==> src/common/nlao_params.svh <==
// command codes, address sequencing, status constants and timing figures of the lun sequencer
`ifndef NLAO_PARAMS_SVH
`define NLAO_PARAMS_SVH

`define NLAO_CMD_READ        8'h00
`define NLAO_CMD_READ_GO     8'h30
`define NLAO_CMD_CB_READ     8'h35
`define NLAO_CMD_CRD_SEQ     8'h31
`define NLAO_CMD_CRD_END     8'h3F
`define NLAO_CMD_PROG        8'h80
`define NLAO_CMD_CB_PROG     8'h85
`define NLAO_CMD_PROG_GO     8'h10
`define NLAO_CMD_CPROG_GO    8'h15
`define NLAO_CMD_STATUS      8'h70
`define NLAO_CMD_STATUS_ENH  8'h78

`define NLAO_ADDR_COL0       3'h0
`define NLAO_ADDR_COL1       3'h1
`define NLAO_ADDR_ROW0       3'h2
`define NLAO_ADDR_ROW1       3'h3
`define NLAO_ADDR_ROW2       3'h4
`define NLAO_ADDR_DONE       3'h5

`define NLAO_LUN_SHIFT       20
`define NLAO_VSP_VALUE       1'b0
`define NLAO_SYNC_INIT       15'h1e00

`define NLAO_CLK_MHZ         200
`define NLAO_TR_NS           25000
`define NLAO_ARRAY_PROGRAM_TIME_NS        200000

`endif

==> src/common/nlao_pkg.sv <==
// types shared by the lun sequencer modules
package nlao_pkg;

   typedef struct packed {
      logic cle;
      logic ale;
      logic ce_b;
      logic we_b;
      logic re_b;
      logic wp_b;
   } nlao_pins_t;

   typedef struct packed {
      logic       write_unprot;
      logic       lun_ready;
      logic       array_idle_bit;
      logic       vendor_status_bit;
      logic [1:0] rsvd;
      logic       prior_op_fail_bit;
      logic       last_op_fail;
   } nlao_status_t;

   typedef enum logic [1:0] {S_IDLE, S_WAITBG, S_COPY, S_TIMER} nlao_state_t;
   typedef enum logic [2:0] {OP_READ, OP_CRD_SEQ, OP_CRD_END, OP_PROG, OP_CPROG} nlao_op_t;
   typedef enum logic [1:0] {CP_A2H, CP_D2H, CP_A2D, CP_H2A} nlao_copy_t;

endpackage : nlao_pkg

==> src/logic/nlao_sync.sv <==
// two-flop synchroniser for a group of pin inputs
`timescale 1ns/100ps
module nlao_sync #(
   parameter int         W    = 1,
   parameter logic [W-1:0] INIT = '0
) (
   input  wire logic         mclk,
   input  wire logic         rst_b,
   input  wire logic [W-1:0] d,
   output logic      [W-1:0] q
);
   logic [W-1:0] meta_r;

   generate
      for (genvar i = 0; i < W; i++) begin : g_bit
         always_ff @(posedge mclk) begin
            if (!rst_b) begin
               meta_r[i] <= INIT[i];
               q[i]      <= INIT[i];
            end else begin
               meta_r[i] <= d[i];
               q[i]      <= meta_r[i];
            end
         end
      end
   endgenerate
endmodule : nlao_sync

==> src/logic/nlao_store.sv <==
// flip-flop byte store with one write port and one indexed read port
`timescale 1ns/100ps
module nlao_store #(
   parameter int W     = 8,
   parameter int DEPTH = 16,
   localparam int AW   = $clog2(DEPTH)
) (
   input  wire logic          mclk,
   input  wire logic          we,
   input  wire logic [AW-1:0] waddr,
   input  wire logic [W-1:0]  wdata,
   input  wire logic [AW-1:0] raddr,
   output logic      [W-1:0]  rdata
);
   logic [W-1:0] mem_r [DEPTH];

   generate
      if (DEPTH < 2 || (1 << AW) != DEPTH) begin : g_bad_depth
         $error("nlao_store depth must be a power of two of at least two");
      end
      for (genvar i = 0; i < DEPTH; i++) begin : g_ent
         // contents carry no reset: software must write before it reads
         always_ff @(posedge mclk) begin
            if (we && waddr == AW'(i)) begin
               mem_r[i] <= wdata;
            end
         end
      end
   endgenerate

   assign rdata = mem_r[raddr];
endmodule : nlao_store

==> src/logic/nlao_top.sv <==
// nand lun command sequencer: status byte, page read, read cache, program, cache program, copyback
`timescale 1ns/100ps
`include "nlao_params.svh"

// Behaviour
// - status byte wp, ready, idle, vendor, 00, fails
// - last fail flags failed program, idle-valid
// - prior fail reports the program before last
// - array idle low while processing or array busy
// - ready bit means accept, drives busy pin
// - write-unprotected bit always valid
// - read loads page, outputs from column
// - column two bytes, row three, low first
// - command 00h resumes output at column
// - cache fetches next page, output column zero
// - 31h/3Fh busy until page copied
// - 3Fh starts no further background read
// - program loads from column, writes row page
// - program fail valid between ready edges
// - final 10h drains array before ready
// - cache program fail timing by idle, ready
// - copyback shares one page register
// - fail bits keep only the finishing interleave address
// - unselected lun keeps its drivers off
module nlao_top import nlao_pkg::*; #(
   parameter int         PAGE_BYTES = 16,
   parameter int         NPAGES     = 8,
   parameter int         NIL        = 2,
   parameter logic [3:0] LUN_ID     = 4'h0,
   parameter int         TR_CYC     = (`NLAO_TR_NS * `NLAO_CLK_MHZ + 999) / 1000,
   parameter int         ARRAY_PROGRAM_TIME_CYC  = (`NLAO_ARRAY_PROGRAM_TIME_NS * `NLAO_CLK_MHZ + 999) / 1000
) (
   input  wire logic       mclk,
   input  wire logic       rst_b,
   input  wire nlao_pins_t pins,
   input  wire logic [7:0] io_in,
   input  wire logic       array_fault,
   output logic      [7:0] io_out,
   output logic            io_oe,
   output logic            rdy_bsy_b
);
   localparam int CAW  = $clog2(PAGE_BYTES);
   localparam int PAW  = $clog2(NPAGES);
   localparam int ILW  = $clog2(NIL);
   localparam int TMAX = (ARRAY_PROGRAM_TIME_CYC > TR_CYC) ? ARRAY_PROGRAM_TIME_CYC : TR_CYC;
   localparam int CW   = $clog2(TMAX + 1);
   localparam logic [CAW-1:0] COL_LAST = CAW'(PAGE_BYTES - 1);

   generate
      if (PAGE_BYTES < 2 || (1 << CAW) != PAGE_BYTES || NPAGES < 2 || (1 << PAW) != NPAGES ||
          NIL < 2 || (1 << ILW) != NIL || TR_CYC < 1 || ARRAY_PROGRAM_TIME_CYC < 1) begin : g_bad_param
         $error("nlao_top geometry must be powers of two and busy times at least one cycle");
      end
   endgenerate

   // ****************************************
   // pin synchronisers and strobes
   // ****************************************
   logic [14:0]  sync_q;
   nlao_pins_t   pins_s;
   logic [7:0]   io_s;
   logic         fault_s;
   logic         we_d_r;
   logic         re_d_r;

   nlao_sync #(.W(15), .INIT(`NLAO_SYNC_INIT)) u_sync (
      .mclk  (mclk),
      .rst_b (rst_b),
      .d     ({pins, io_in, array_fault}),
      .q     (sync_q)
   );
   assign pins_s  = nlao_pins_t'(sync_q[14:9]);
   assign io_s    = sync_q[8:1];
   assign fault_s = sync_q[0];

   always_ff @(posedge mclk) begin
      if (!rst_b) begin
         we_d_r <= 1'b1;
         re_d_r <= 1'b1;
      end else begin
         we_d_r <= pins_s.we_b;
         re_d_r <= pins_s.re_b;
      end
   end

   logic act, we_rise, re_fall, cmd_stb, addr_stb, data_stb;
   assign act      = !pins_s.ce_b;
   assign we_rise  = act && pins_s.we_b && !we_d_r;
   assign re_fall  = act && !pins_s.re_b && re_d_r;
   assign cmd_stb  = we_rise && pins_s.cle && !pins_s.ale;
   assign addr_stb = we_rise && pins_s.ale && !pins_s.cle;
   assign data_stb = we_rise && !pins_s.ale && !pins_s.cle;

   // ****************************************
   // state shared by host side and sequencer
   // ****************************************
   nlao_state_t    state_r;
   nlao_op_t       op_r;
   nlao_copy_t     kind_r;
   logic           ready_r;
   logic [CAW-1:0] cnt_r;
   logic [CW-1:0]  fg_cnt_r;
   logic [CW-1:0]  bg_cnt_r;
   logic           bg_prog_r;
   logic           launch_fail_r;
   logic [ILW-1:0] il_r;
   logic [PAW-1:0] arow_r;
   logic [NIL-1:0] last_fail_r;
   logic [NIL-1:0] prior_fail_r;
   logic [7:0]     cmd_r;
   logic [2:0]     addr_cnt_r;
   logic [15:0]    col_r;
   logic [15:0]    sel_col_r;
   logic [23:0]    row_r;
   logic [15:0]    enh_row_r;
   logic           addr_seen_r;
   logic           loading_r;
   logic           out_status_r;
   logic           selected_r;
   logic [7:0]     io_out_r;
   logic           io_oe_r;
   logic [7:0]     hreg_rd, dreg_rd, arr_rd;
   nlao_status_t   status_w;

   // ****************************************
   // command decode
   // ****************************************
   logic     go_w;
   nlao_op_t op_w;

   always_comb begin
      go_w = 1'b0;
      op_w = OP_READ;
      if (cmd_stb && ready_r) begin
         case (io_s)
            `NLAO_CMD_READ_GO, `NLAO_CMD_CB_READ: begin
               go_w = (cmd_r == `NLAO_CMD_READ);
               op_w = OP_READ;
            end
            `NLAO_CMD_CRD_SEQ: begin
               go_w = 1'b1;
               op_w = OP_CRD_SEQ;
            end
            `NLAO_CMD_CRD_END: begin
               go_w = 1'b1;
               op_w = OP_CRD_END;
            end
            `NLAO_CMD_PROG_GO: begin
               go_w = loading_r;
               op_w = OP_PROG;
            end
            `NLAO_CMD_CPROG_GO: begin
               go_w = loading_r;
               op_w = OP_CPROG;
            end
            default: begin
               go_w = 1'b0;
               op_w = OP_READ;
            end
         endcase
      end
   end

   // ****************************************
   // host side: commands, addresses, columns
   // ****************************************
   always_ff @(posedge mclk) begin
      if (!rst_b) begin
         cmd_r        <= `NLAO_CMD_STATUS;
         addr_cnt_r   <= `NLAO_ADDR_DONE;
         col_r        <= 16'h0000;
         sel_col_r    <= 16'h0000;
         row_r        <= 24'h00_0000;
         enh_row_r    <= 16'h0000;
         addr_seen_r  <= 1'b0;
         loading_r    <= 1'b0;
         out_status_r <= 1'b1;
         selected_r   <= 1'b1;
      end else if (cmd_stb) begin
         if (io_s == `NLAO_CMD_STATUS) begin
            out_status_r <= 1'b1;
         end else if (io_s == `NLAO_CMD_STATUS_ENH) begin
            out_status_r <= 1'b1;
            cmd_r        <= io_s;
            addr_cnt_r   <= `NLAO_ADDR_ROW0;
         end else if (ready_r && io_s == `NLAO_CMD_READ) begin
            out_status_r <= 1'b0;
            col_r        <= sel_col_r;
            cmd_r        <= io_s;
            addr_cnt_r   <= `NLAO_ADDR_COL0;
            addr_seen_r  <= 1'b0;
            loading_r    <= 1'b0;
         end else if (ready_r && (io_s == `NLAO_CMD_PROG || io_s == `NLAO_CMD_CB_PROG)) begin
            // both openings keep the page register, so copyback data can be patched
            out_status_r <= 1'b0;
            cmd_r        <= io_s;
            addr_cnt_r   <= `NLAO_ADDR_COL0;
            loading_r    <= 1'b1;
         end else if (go_w) begin
            loading_r    <= 1'b0;
            addr_seen_r  <= 1'b0;
            cmd_r        <= io_s;
            if (op_w == OP_CRD_SEQ || op_w == OP_CRD_END) begin
               col_r     <= 16'h0000;
               sel_col_r <= 16'h0000;
            end
            if (op_w == OP_CRD_SEQ && !addr_seen_r) begin
               row_r <= row_r + 24'h00_0001;
            end
         end
      end else if (addr_stb && addr_cnt_r != `NLAO_ADDR_DONE) begin
         addr_cnt_r  <= addr_cnt_r + 3'h1;
         addr_seen_r <= (cmd_r != `NLAO_CMD_STATUS_ENH);
         if (cmd_r == `NLAO_CMD_STATUS_ENH) begin
            case (addr_cnt_r)
               `NLAO_ADDR_ROW0: enh_row_r[7:0]  <= io_s;
               `NLAO_ADDR_ROW1: enh_row_r[15:8] <= io_s;
               default: selected_r <= ({io_s, enh_row_r} >> `NLAO_LUN_SHIFT) == 24'(LUN_ID);
            endcase
         end else begin
            case (addr_cnt_r)
               `NLAO_ADDR_COL0: begin
                  col_r[7:0]     <= io_s;
                  sel_col_r[7:0] <= io_s;
               end
               `NLAO_ADDR_COL1: begin
                  col_r[15:8]     <= io_s;
                  sel_col_r[15:8] <= io_s;
               end
               `NLAO_ADDR_ROW0: row_r[7:0]   <= io_s;
               `NLAO_ADDR_ROW1: row_r[15:8]  <= io_s;
               default:         row_r[23:16] <= io_s;
            endcase
         end
      end else if (data_stb && loading_r && ready_r) begin
         col_r <= col_r + 16'h0001;
      end else if (re_fall && !out_status_r && selected_r) begin
         col_r <= col_r + 16'h0001;
      end
   end

   // ****************************************
   // array sequencer
   // ****************************************
   logic f_now;
   assign f_now = fault_s || !pins_s.wp_b;

   always_ff @(posedge mclk) begin
      if (!rst_b) begin
         state_r       <= S_IDLE;
         op_r          <= OP_READ;
         kind_r        <= CP_A2H;
         ready_r       <= 1'b1;
         cnt_r         <= '0;
         fg_cnt_r      <= '0;
         bg_cnt_r      <= '0;
         bg_prog_r     <= 1'b0;
         launch_fail_r <= 1'b0;
         il_r          <= '0;
         arow_r        <= '0;
         last_fail_r   <= '0;
         prior_fail_r  <= '0;
      end else begin
         if (bg_cnt_r != '0) begin
            bg_cnt_r <= bg_cnt_r - CW'(1);
            if (bg_cnt_r == CW'(1) && bg_prog_r) begin
               // only the finishing address keeps a bit, so the or shows the last op alone
               last_fail_r  <= NIL'(launch_fail_r) << il_r;
               prior_fail_r <= last_fail_r;
            end
         end
         case (state_r)
            S_IDLE: begin
               if (go_w) begin
                  ready_r <= 1'b0;
                  op_r    <= op_w;
                  state_r <= S_WAITBG;
               end
            end
            S_WAITBG: begin
               // a new array step waits for the background operation to finish
               if (bg_cnt_r == '0) begin
                  cnt_r  <= '0;
                  arow_r <= row_r[PAW-1:0];
                  case (op_r)
                     OP_READ: kind_r <= CP_A2H;
                     OP_CRD_SEQ, OP_CRD_END: kind_r <= CP_D2H;
                     default: begin
                        kind_r        <= CP_H2A;
                        launch_fail_r <= f_now;
                        il_r          <= row_r[ILW-1:0];
                     end
                  endcase
                  // write protect blocks the array write and reports a failure
                  if ((op_r == OP_PROG || op_r == OP_CPROG) && !pins_s.wp_b) begin
                     last_fail_r  <= NIL'(1'b1) << row_r[ILW-1:0];
                     prior_fail_r <= last_fail_r;
                     ready_r <= 1'b1;
                     state_r <= S_IDLE;
                  end else begin
                     state_r <= S_COPY;
                  end
               end
            end
            S_COPY: begin
               cnt_r <= cnt_r + CAW'(1);
               if (cnt_r == COL_LAST) begin
                  case (op_r)
                     OP_READ: begin
                        fg_cnt_r <= CW'(TR_CYC);
                        state_r  <= S_TIMER;
                     end
                     OP_CRD_SEQ: begin
                        if (kind_r == CP_D2H) begin
                           kind_r <= CP_A2D;
                           arow_r <= row_r[PAW-1:0];
                           cnt_r  <= '0;
                        end else begin
                           bg_cnt_r  <= CW'(TR_CYC);
                           bg_prog_r <= 1'b0;
                           ready_r   <= 1'b1;
                           state_r   <= S_IDLE;
                        end
                     end
                     OP_CRD_END: begin
                        ready_r <= 1'b1;
                        state_r <= S_IDLE;
                     end
                     OP_PROG: begin
                        fg_cnt_r <= CW'(ARRAY_PROGRAM_TIME_CYC);
                        state_r  <= S_TIMER;
                     end
                     default: begin
                        bg_cnt_r  <= CW'(ARRAY_PROGRAM_TIME_CYC);
                        bg_prog_r <= 1'b1;
                        ready_r   <= 1'b1;
                        state_r   <= S_IDLE;
                     end
                  endcase
               end
            end
            S_TIMER: begin
               fg_cnt_r <= fg_cnt_r - CW'(1);
               if (fg_cnt_r == CW'(1)) begin
                  ready_r <= 1'b1;
                  state_r <= S_IDLE;
                  if (op_r == OP_PROG) begin
                     last_fail_r  <= NIL'(launch_fail_r) << il_r;
                     prior_fail_r <= last_fail_r;
                  end
               end
            end
            default: state_r <= S_IDLE;
         endcase
      end
   end

   // ****************************************
   // page register, cache register, array
   // ****************************************
   logic in_copy;
   assign in_copy = (state_r == S_COPY);

   nlao_store #(.W(8), .DEPTH(PAGE_BYTES)) u_hreg (
      .mclk  (mclk),
      .we    ((in_copy && (kind_r == CP_A2H || kind_r == CP_D2H)) || (data_stb && loading_r && ready_r)),
      .waddr (in_copy ? cnt_r : col_r[CAW-1:0]),
      .wdata (in_copy ? ((kind_r == CP_A2H) ? arr_rd : dreg_rd) : io_s),
      .raddr (in_copy ? cnt_r : col_r[CAW-1:0]),
      .rdata (hreg_rd)
   );
   nlao_store #(.W(8), .DEPTH(PAGE_BYTES)) u_dreg (
      .mclk  (mclk),
      // a plain read fills the cache register too, so the first 31h hands that page out
      .we    (in_copy && (kind_r == CP_A2D || kind_r == CP_A2H)),
      .waddr (cnt_r),
      .wdata (arr_rd),
      .raddr (cnt_r),
      .rdata (dreg_rd)
   );
   nlao_store #(.W(8), .DEPTH(PAGE_BYTES * NPAGES)) u_arr (
      .mclk  (mclk),
      .we    (in_copy && kind_r == CP_H2A),
      .waddr ({arow_r, cnt_r}),
      .wdata (hreg_rd),
      .raddr ({arow_r, cnt_r}),
      .rdata (arr_rd)
   );

   // ****************************************
   // status byte and output pins
   // ****************************************
   always_comb begin
      status_w.write_unprot      = pins_s.wp_b;
      status_w.lun_ready         = ready_r;
      status_w.array_idle_bit    = (bg_cnt_r == '0) && (state_r == S_IDLE);
      status_w.vendor_status_bit = `NLAO_VSP_VALUE;
      status_w.rsvd              = 2'h0;
      status_w.prior_op_fail_bit = |prior_fail_r;
      status_w.last_op_fail      = |last_fail_r;
   end

   always_ff @(posedge mclk) begin
      if (!rst_b) begin
         io_out_r <= 8'h00;
         io_oe_r  <= 1'b0;
      end else begin
         if (re_fall) begin
            io_out_r <= out_status_r ? status_w : hreg_rd;
         end
         io_oe_r <= selected_r && act && !pins_s.re_b;
      end
   end

   assign io_out    = io_out_r;
   assign io_oe     = io_oe_r;
   assign rdy_bsy_b = ready_r;
endmodule : nlao_top

==> config.mk <==
export PLATFORM = sky130hd
export DESIGN_NAME = nlao_top
export DESIGN_NICKNAME = d
export VERILOG_FILES = /design/src/common/nlao_pkg.sv /design/src/logic/nlao_sync.sv /design/src/logic/nlao_store.sv /design/src/logic/nlao_top.sv
export VERILOG_INCLUDE_DIRS = /design/src /design/src/common
export SDC_FILE = /design/constraint.sdc
export NUM_CORES = 1
export LEC_CHECK = 0
export BUFFER_PORTS_ARGS = -buffer_cell sky130_fd_sc_hd__buf_2
export CAP_MARGIN = 20
export CORE_MARGIN = 1
export CORE_UTILIZATION = 45
export CTS_BUF_LIST = sky130_fd_sc_hd__clkbuf_8
export DETAILED_ROUTE_END_ITERATION = 8
export PLACE_DENSITY = 0.65
export SLEW_MARGIN = 0
export SYNTH_ARGS = -nofsm -noshare
export SYNTH_HDL_FRONTEND = slang
export SYNTH_SLANG_ARGS = --single-unit
==> constraint.sdc <==
create_clock -name mclk -period 9.5 [get_ports mclk]
set_input_delay 1.9 -clock mclk [delete_from_list [all_inputs] [get_ports mclk]]
set_output_delay 1.9 -clock mclk [all_outputs]
set_load 0.02 [all_outputs]
==> flow_summary.toml <==
[pwr]
powerDensity_mw_per_mm2 = 188.1
power_mw = 11.64
peakVddDrop_mv = 0.1686
p_leak_nw = 19.01

[cells_and_area]
design_area_sq_mm = 0.06186
drive_above_1_share_pct = 18.87
fin_nets = 3328
areaGrowthSynthToFinish_pct = 10.31
fillCellCount = 10183
postLayoutCoreUtil_pct = 50.03

[hold_path]
holdPathEnd = "u_sync.q[10]$_SDFF_PN1_"
hold_path_class = "reg2reg"
hold_start = "u_sync.meta_r[10]$_SDFF_PN1_"
holdPathStages = 1

[synth]
syn_inst = 3170
async_reset_ff_share_pct = 0
synth_nets = 3202
mappedNetlistArea_sq_mm = 0.05608
syn_area_per_cell_sq_um = 17.69
synth_ff_type = "edfxtp_1"
netlist-cell-type-count = 82
yosysSeqAreaShare_pct = 73.01
synth_edf_count = 1280
yosysWarnings = 0
synth_seq_cells = 1405

[worst_setup_path]
slowest_stage = "nor4_1"
startpoint = "cnt_r[1]$_SDFFE_PN0P_"
arrival_ns = 6.24
rr_endpoint = "u_hreg.mem_r[13][5]$_DFFE_PP_"
path_depth = 9
path_cells = "buf_12 > buf_4 > mux4_2 > and2_1 > a211oi_1 > nor4_1 > buf_4 > o22a_1 > o31a_1"
slowest_delay_ns = 1.06
crit_family = "buffers and inverters"
crit_top_cell = "buf_4"
crit_fanout = 87
rrSetupSlack_ns = 3.86
criticalPathCategory = "reg2reg"
crit_path_end_kind = "flip-flop"
cp.buffers_inverters = 3
worstReg2RegStart = "cnt_r[1]$_SDFFE_PN0P_"
reg2regPathDepth = 9
start_kind = "flip-flop"
crit_required_ns = 10.10

[floorplan]
coreArea_sq_mm = 0.1236
initial_utilization_pct = 45.35
rows = 129
die_area_sq_mm = 0.1260
die_x_um = 355.0
pin_count = 27
die_h_um = 355.0

[placement]
pre_cts_ws_ns = 3.987
dpl.hpwl_um = 82610
placedInstanceArea_sq_mm = 0.05781
io_buffers = 26
gp_congestion = 0.8532

[global_routing]
grt_pass1_wl_um = 198500
grt_max_degree = 105
grt_pass1_vias = 29811
antenna_found_initial = 1
overflow = 0
grt_use_total_pct = 21.53

[timing]
worstMarginPinSlew_ns = 1.212
hold_viol_final = 0
clock_skew_ns = 0.06480
fin_ws_ns = 3.857
rsz0062_at_grt = "no"
drv_slew = 0
fin_crit_sh_pct = 59.40
timing.fmax_mhz = 177.2
fin_setup_tns_ns = 0
slew_headroom_pct = 18.46
layout_min_cycle_time_ns = 5.643
finalSetupViolCount = 0

[detailed_routing]
ant_nets = 0
vias = 30394
drc_errors = 0
wl_um = 136400
routedWlPerCell_um = 26.69
drt_first_iter_violations = 3411
dr.pass1.iters = 6
viasPerCell = 5.949

[clocking]
postCtsSetupRepairBufs = 0
ctsResizeCount = 0
cts_buffers = 215
clk_pin_slew_ns = 0.06
cts.sinks = 1405
clock_path_buffers = 3
cts_root_buffer = "clkbuf_8"
cts_hold_buf = 0
htree_levels = 4
cts_tree = "done"
insertion_delay_ns = 0.95

[outcome]
outcome = "complete, no violations"

[job]
cap_violations = 0
==> layout by cell type, fill, tap and decap left out, types with 7 or more instances in the layout <==
master    synthesis  routed
buf_2            37      28
a22oi_1         102     102
nor2b_1          22      18
nand4_1          18      18
nor4_1           26      25
nand2_1         110     104
nor3_1           19      17
clkinv_1          1      53
a21o_1            7       7
dfxtp_1         125     121
clkinv_2          0      24
o31a_1           11      11
nand3_1          62      62
mux4_2          243     243
mux2_2           11      11
o21ai_0          73      73
xnor2_1          12      12
a21oi_1          87      87
a22o_1            9       9
nand3b_1          7       7
or4_1             9       9
a211oi_1         32      32
clkbuf_8          0     219
nor2_1          226     225
buf_4            21      53
ha_1             15      15
nand2b_1         25      25
a221oi_1         19      18
inv_1            23      96
and3_1           15      15
edfxtp_1       1280    1280
or2_2            12      12
buf_6            22       8
or3_1            19      19
and2_1           53      53
a31oi_1          13      13
o21a_1            8       8
mux2i_1         201     199
xor2_1            8       8
==> cells by family after synthesis <==
family,after synthesis,share of synthesized area [%]
AO/OA/AOI/OAI,417,5.018
XOR/XNOR,20,0.3124
adder cells (fa/ha/maj),15,0.3347
buffers and inverters,207,1.972
flip-flops,1405,73.01
multiplexers,457,13.64
AND/OR/NAND/NOR,649,5.712
==> cell usage after synthesis, types with 9 or more instances <==
library cell / count / share of area (%)
xnor2_1: 12 / 0.19
inv_1: 23 / 0.15
nand2b_1: 25 / 0.28
ha_1: 15 / 0.33
or2_2: 12 / 0.13
a211oi_1: 32 / 0.43
o31a_1: 11 / 0.17
a221oi_1: 19 / 0.30
o21ai_0: 73 / 0.65
and3_1: 15 / 0.17
a21oi_1: 87 / 0.78
buf_1: 14 / 0.094
nand2_1: 110 / 0.74
mux4_2: 243 / 9.8
a22o_1: 9 / 0.14
nor3_1: 19 / 0.17
nor2b_1: 22 / 0.25
buf_6: 22 / 0.44
a22oi_1: 102 / 1.4
clkbuf_1: 85 / 0.57
nand3_1: 62 / 0.55
nor2_1: 226 / 1.5
a31oi_1: 13 / 0.15
buf_4: 21 / 0.28
mux2_2: 11 / 0.22
dfxtp_1: 125 / 4.5
nor4_1: 26 / 0.29
buf_2: 37 / 0.33
or4_1: 9 / 0.12
edfxtp_1: 1280 / 69
nand4_1: 18 / 0.20
or3_1: 19 / 0.21
mux2i_1: 201 / 3.6
and2_1: 53 / 0.59
==> per-layer routing <==
| layer | part of all wire, % | routed length, um | vias to the layer above | GRT usage (%) |
|---|---|---|---|---|
| li1 | - | - | 13044 | - |
| met1 | 40 | 55120 | 15638 | 28.83 |
| met2 | 48 | 65550 | 1427 | 34.48 |
| met3 | 8.0 | 10920 | 285 | 4.190 |
| met4 | 3.5 | 4776 | 0 | 9.172 |
| met5 | 0 | 0 | - | 0 |
==> worst max-delay path by stage <==
| stage | end | slack, ns |
|---|---|---|
| 2_1_floorplan | u_arr.mem_r[0][1]$_DFFE_PP_ | 3.18 |
| 3_3_place_gp | u_hreg.mem_r[6][2]$_DFFE_PP_ | 4.00 |
| 3_5_place_dp | u_hreg.mem_r[13][5]$_DFFE_PP_ | 3.99 |
| 4_1_cts | u_hreg.mem_r[13][5]$_DFFE_PP_ | 3.93 |
| 5_1_grt | u_hreg.mem_r[13][5]$_DFFE_PP_ | 3.68 |
| 6_report | u_hreg.mem_r[13][5]$_DFFE_PP_ | 3.86 |
==> cell type report <==
type,instances,area (sq um),area share [%]
antenna,6,15.01,0.02427
clock buffer,219,3014,4.873
clock inverter,168,917.1,1.483
inverter,25,93.84,0.1517
multi-input combinational,1558,14150,22.87
sequential,1405,40950,66.20
tap,1637,2048,3.311
timing repair buffer,91,668.1,1.080
==> stage by stage <==
step	std cells	hold slack, ns
after floorplan	3170	0.3863
after global placement	4705	0.3992
after detailed placement	4707	0.4009
after CTS	5094	0.4247
after global routing	5106	0.4412
final	5109	0.4233
==> flip-flops by register name, summed over array words and instances (netlist names), 4 cells and up, named ones only <==
name	cells
u_arr.mem_r	1024
u_dreg.mem_r	128
u_hreg.mem_r	128
bg_cnt_r	16
fg_cnt_r	16
u_sync.meta_r	15
u_sync.q	15
cmd_r	8
io_out	8
cnt_r	4
col_r	4
sel_col_r	4
==> power breakdown <==
group          switching, mW  leakage (nW)  internal [mW]  total (mW)
Clock                   2.37          2.28           2.29        4.66
Combinational          0.156          4.19          0.105       0.261
Sequential            0.0327          12.5           6.68        6.72
Total                   2.56          19.0           9.08        11.6
Power figures use the tool's default switching activity.
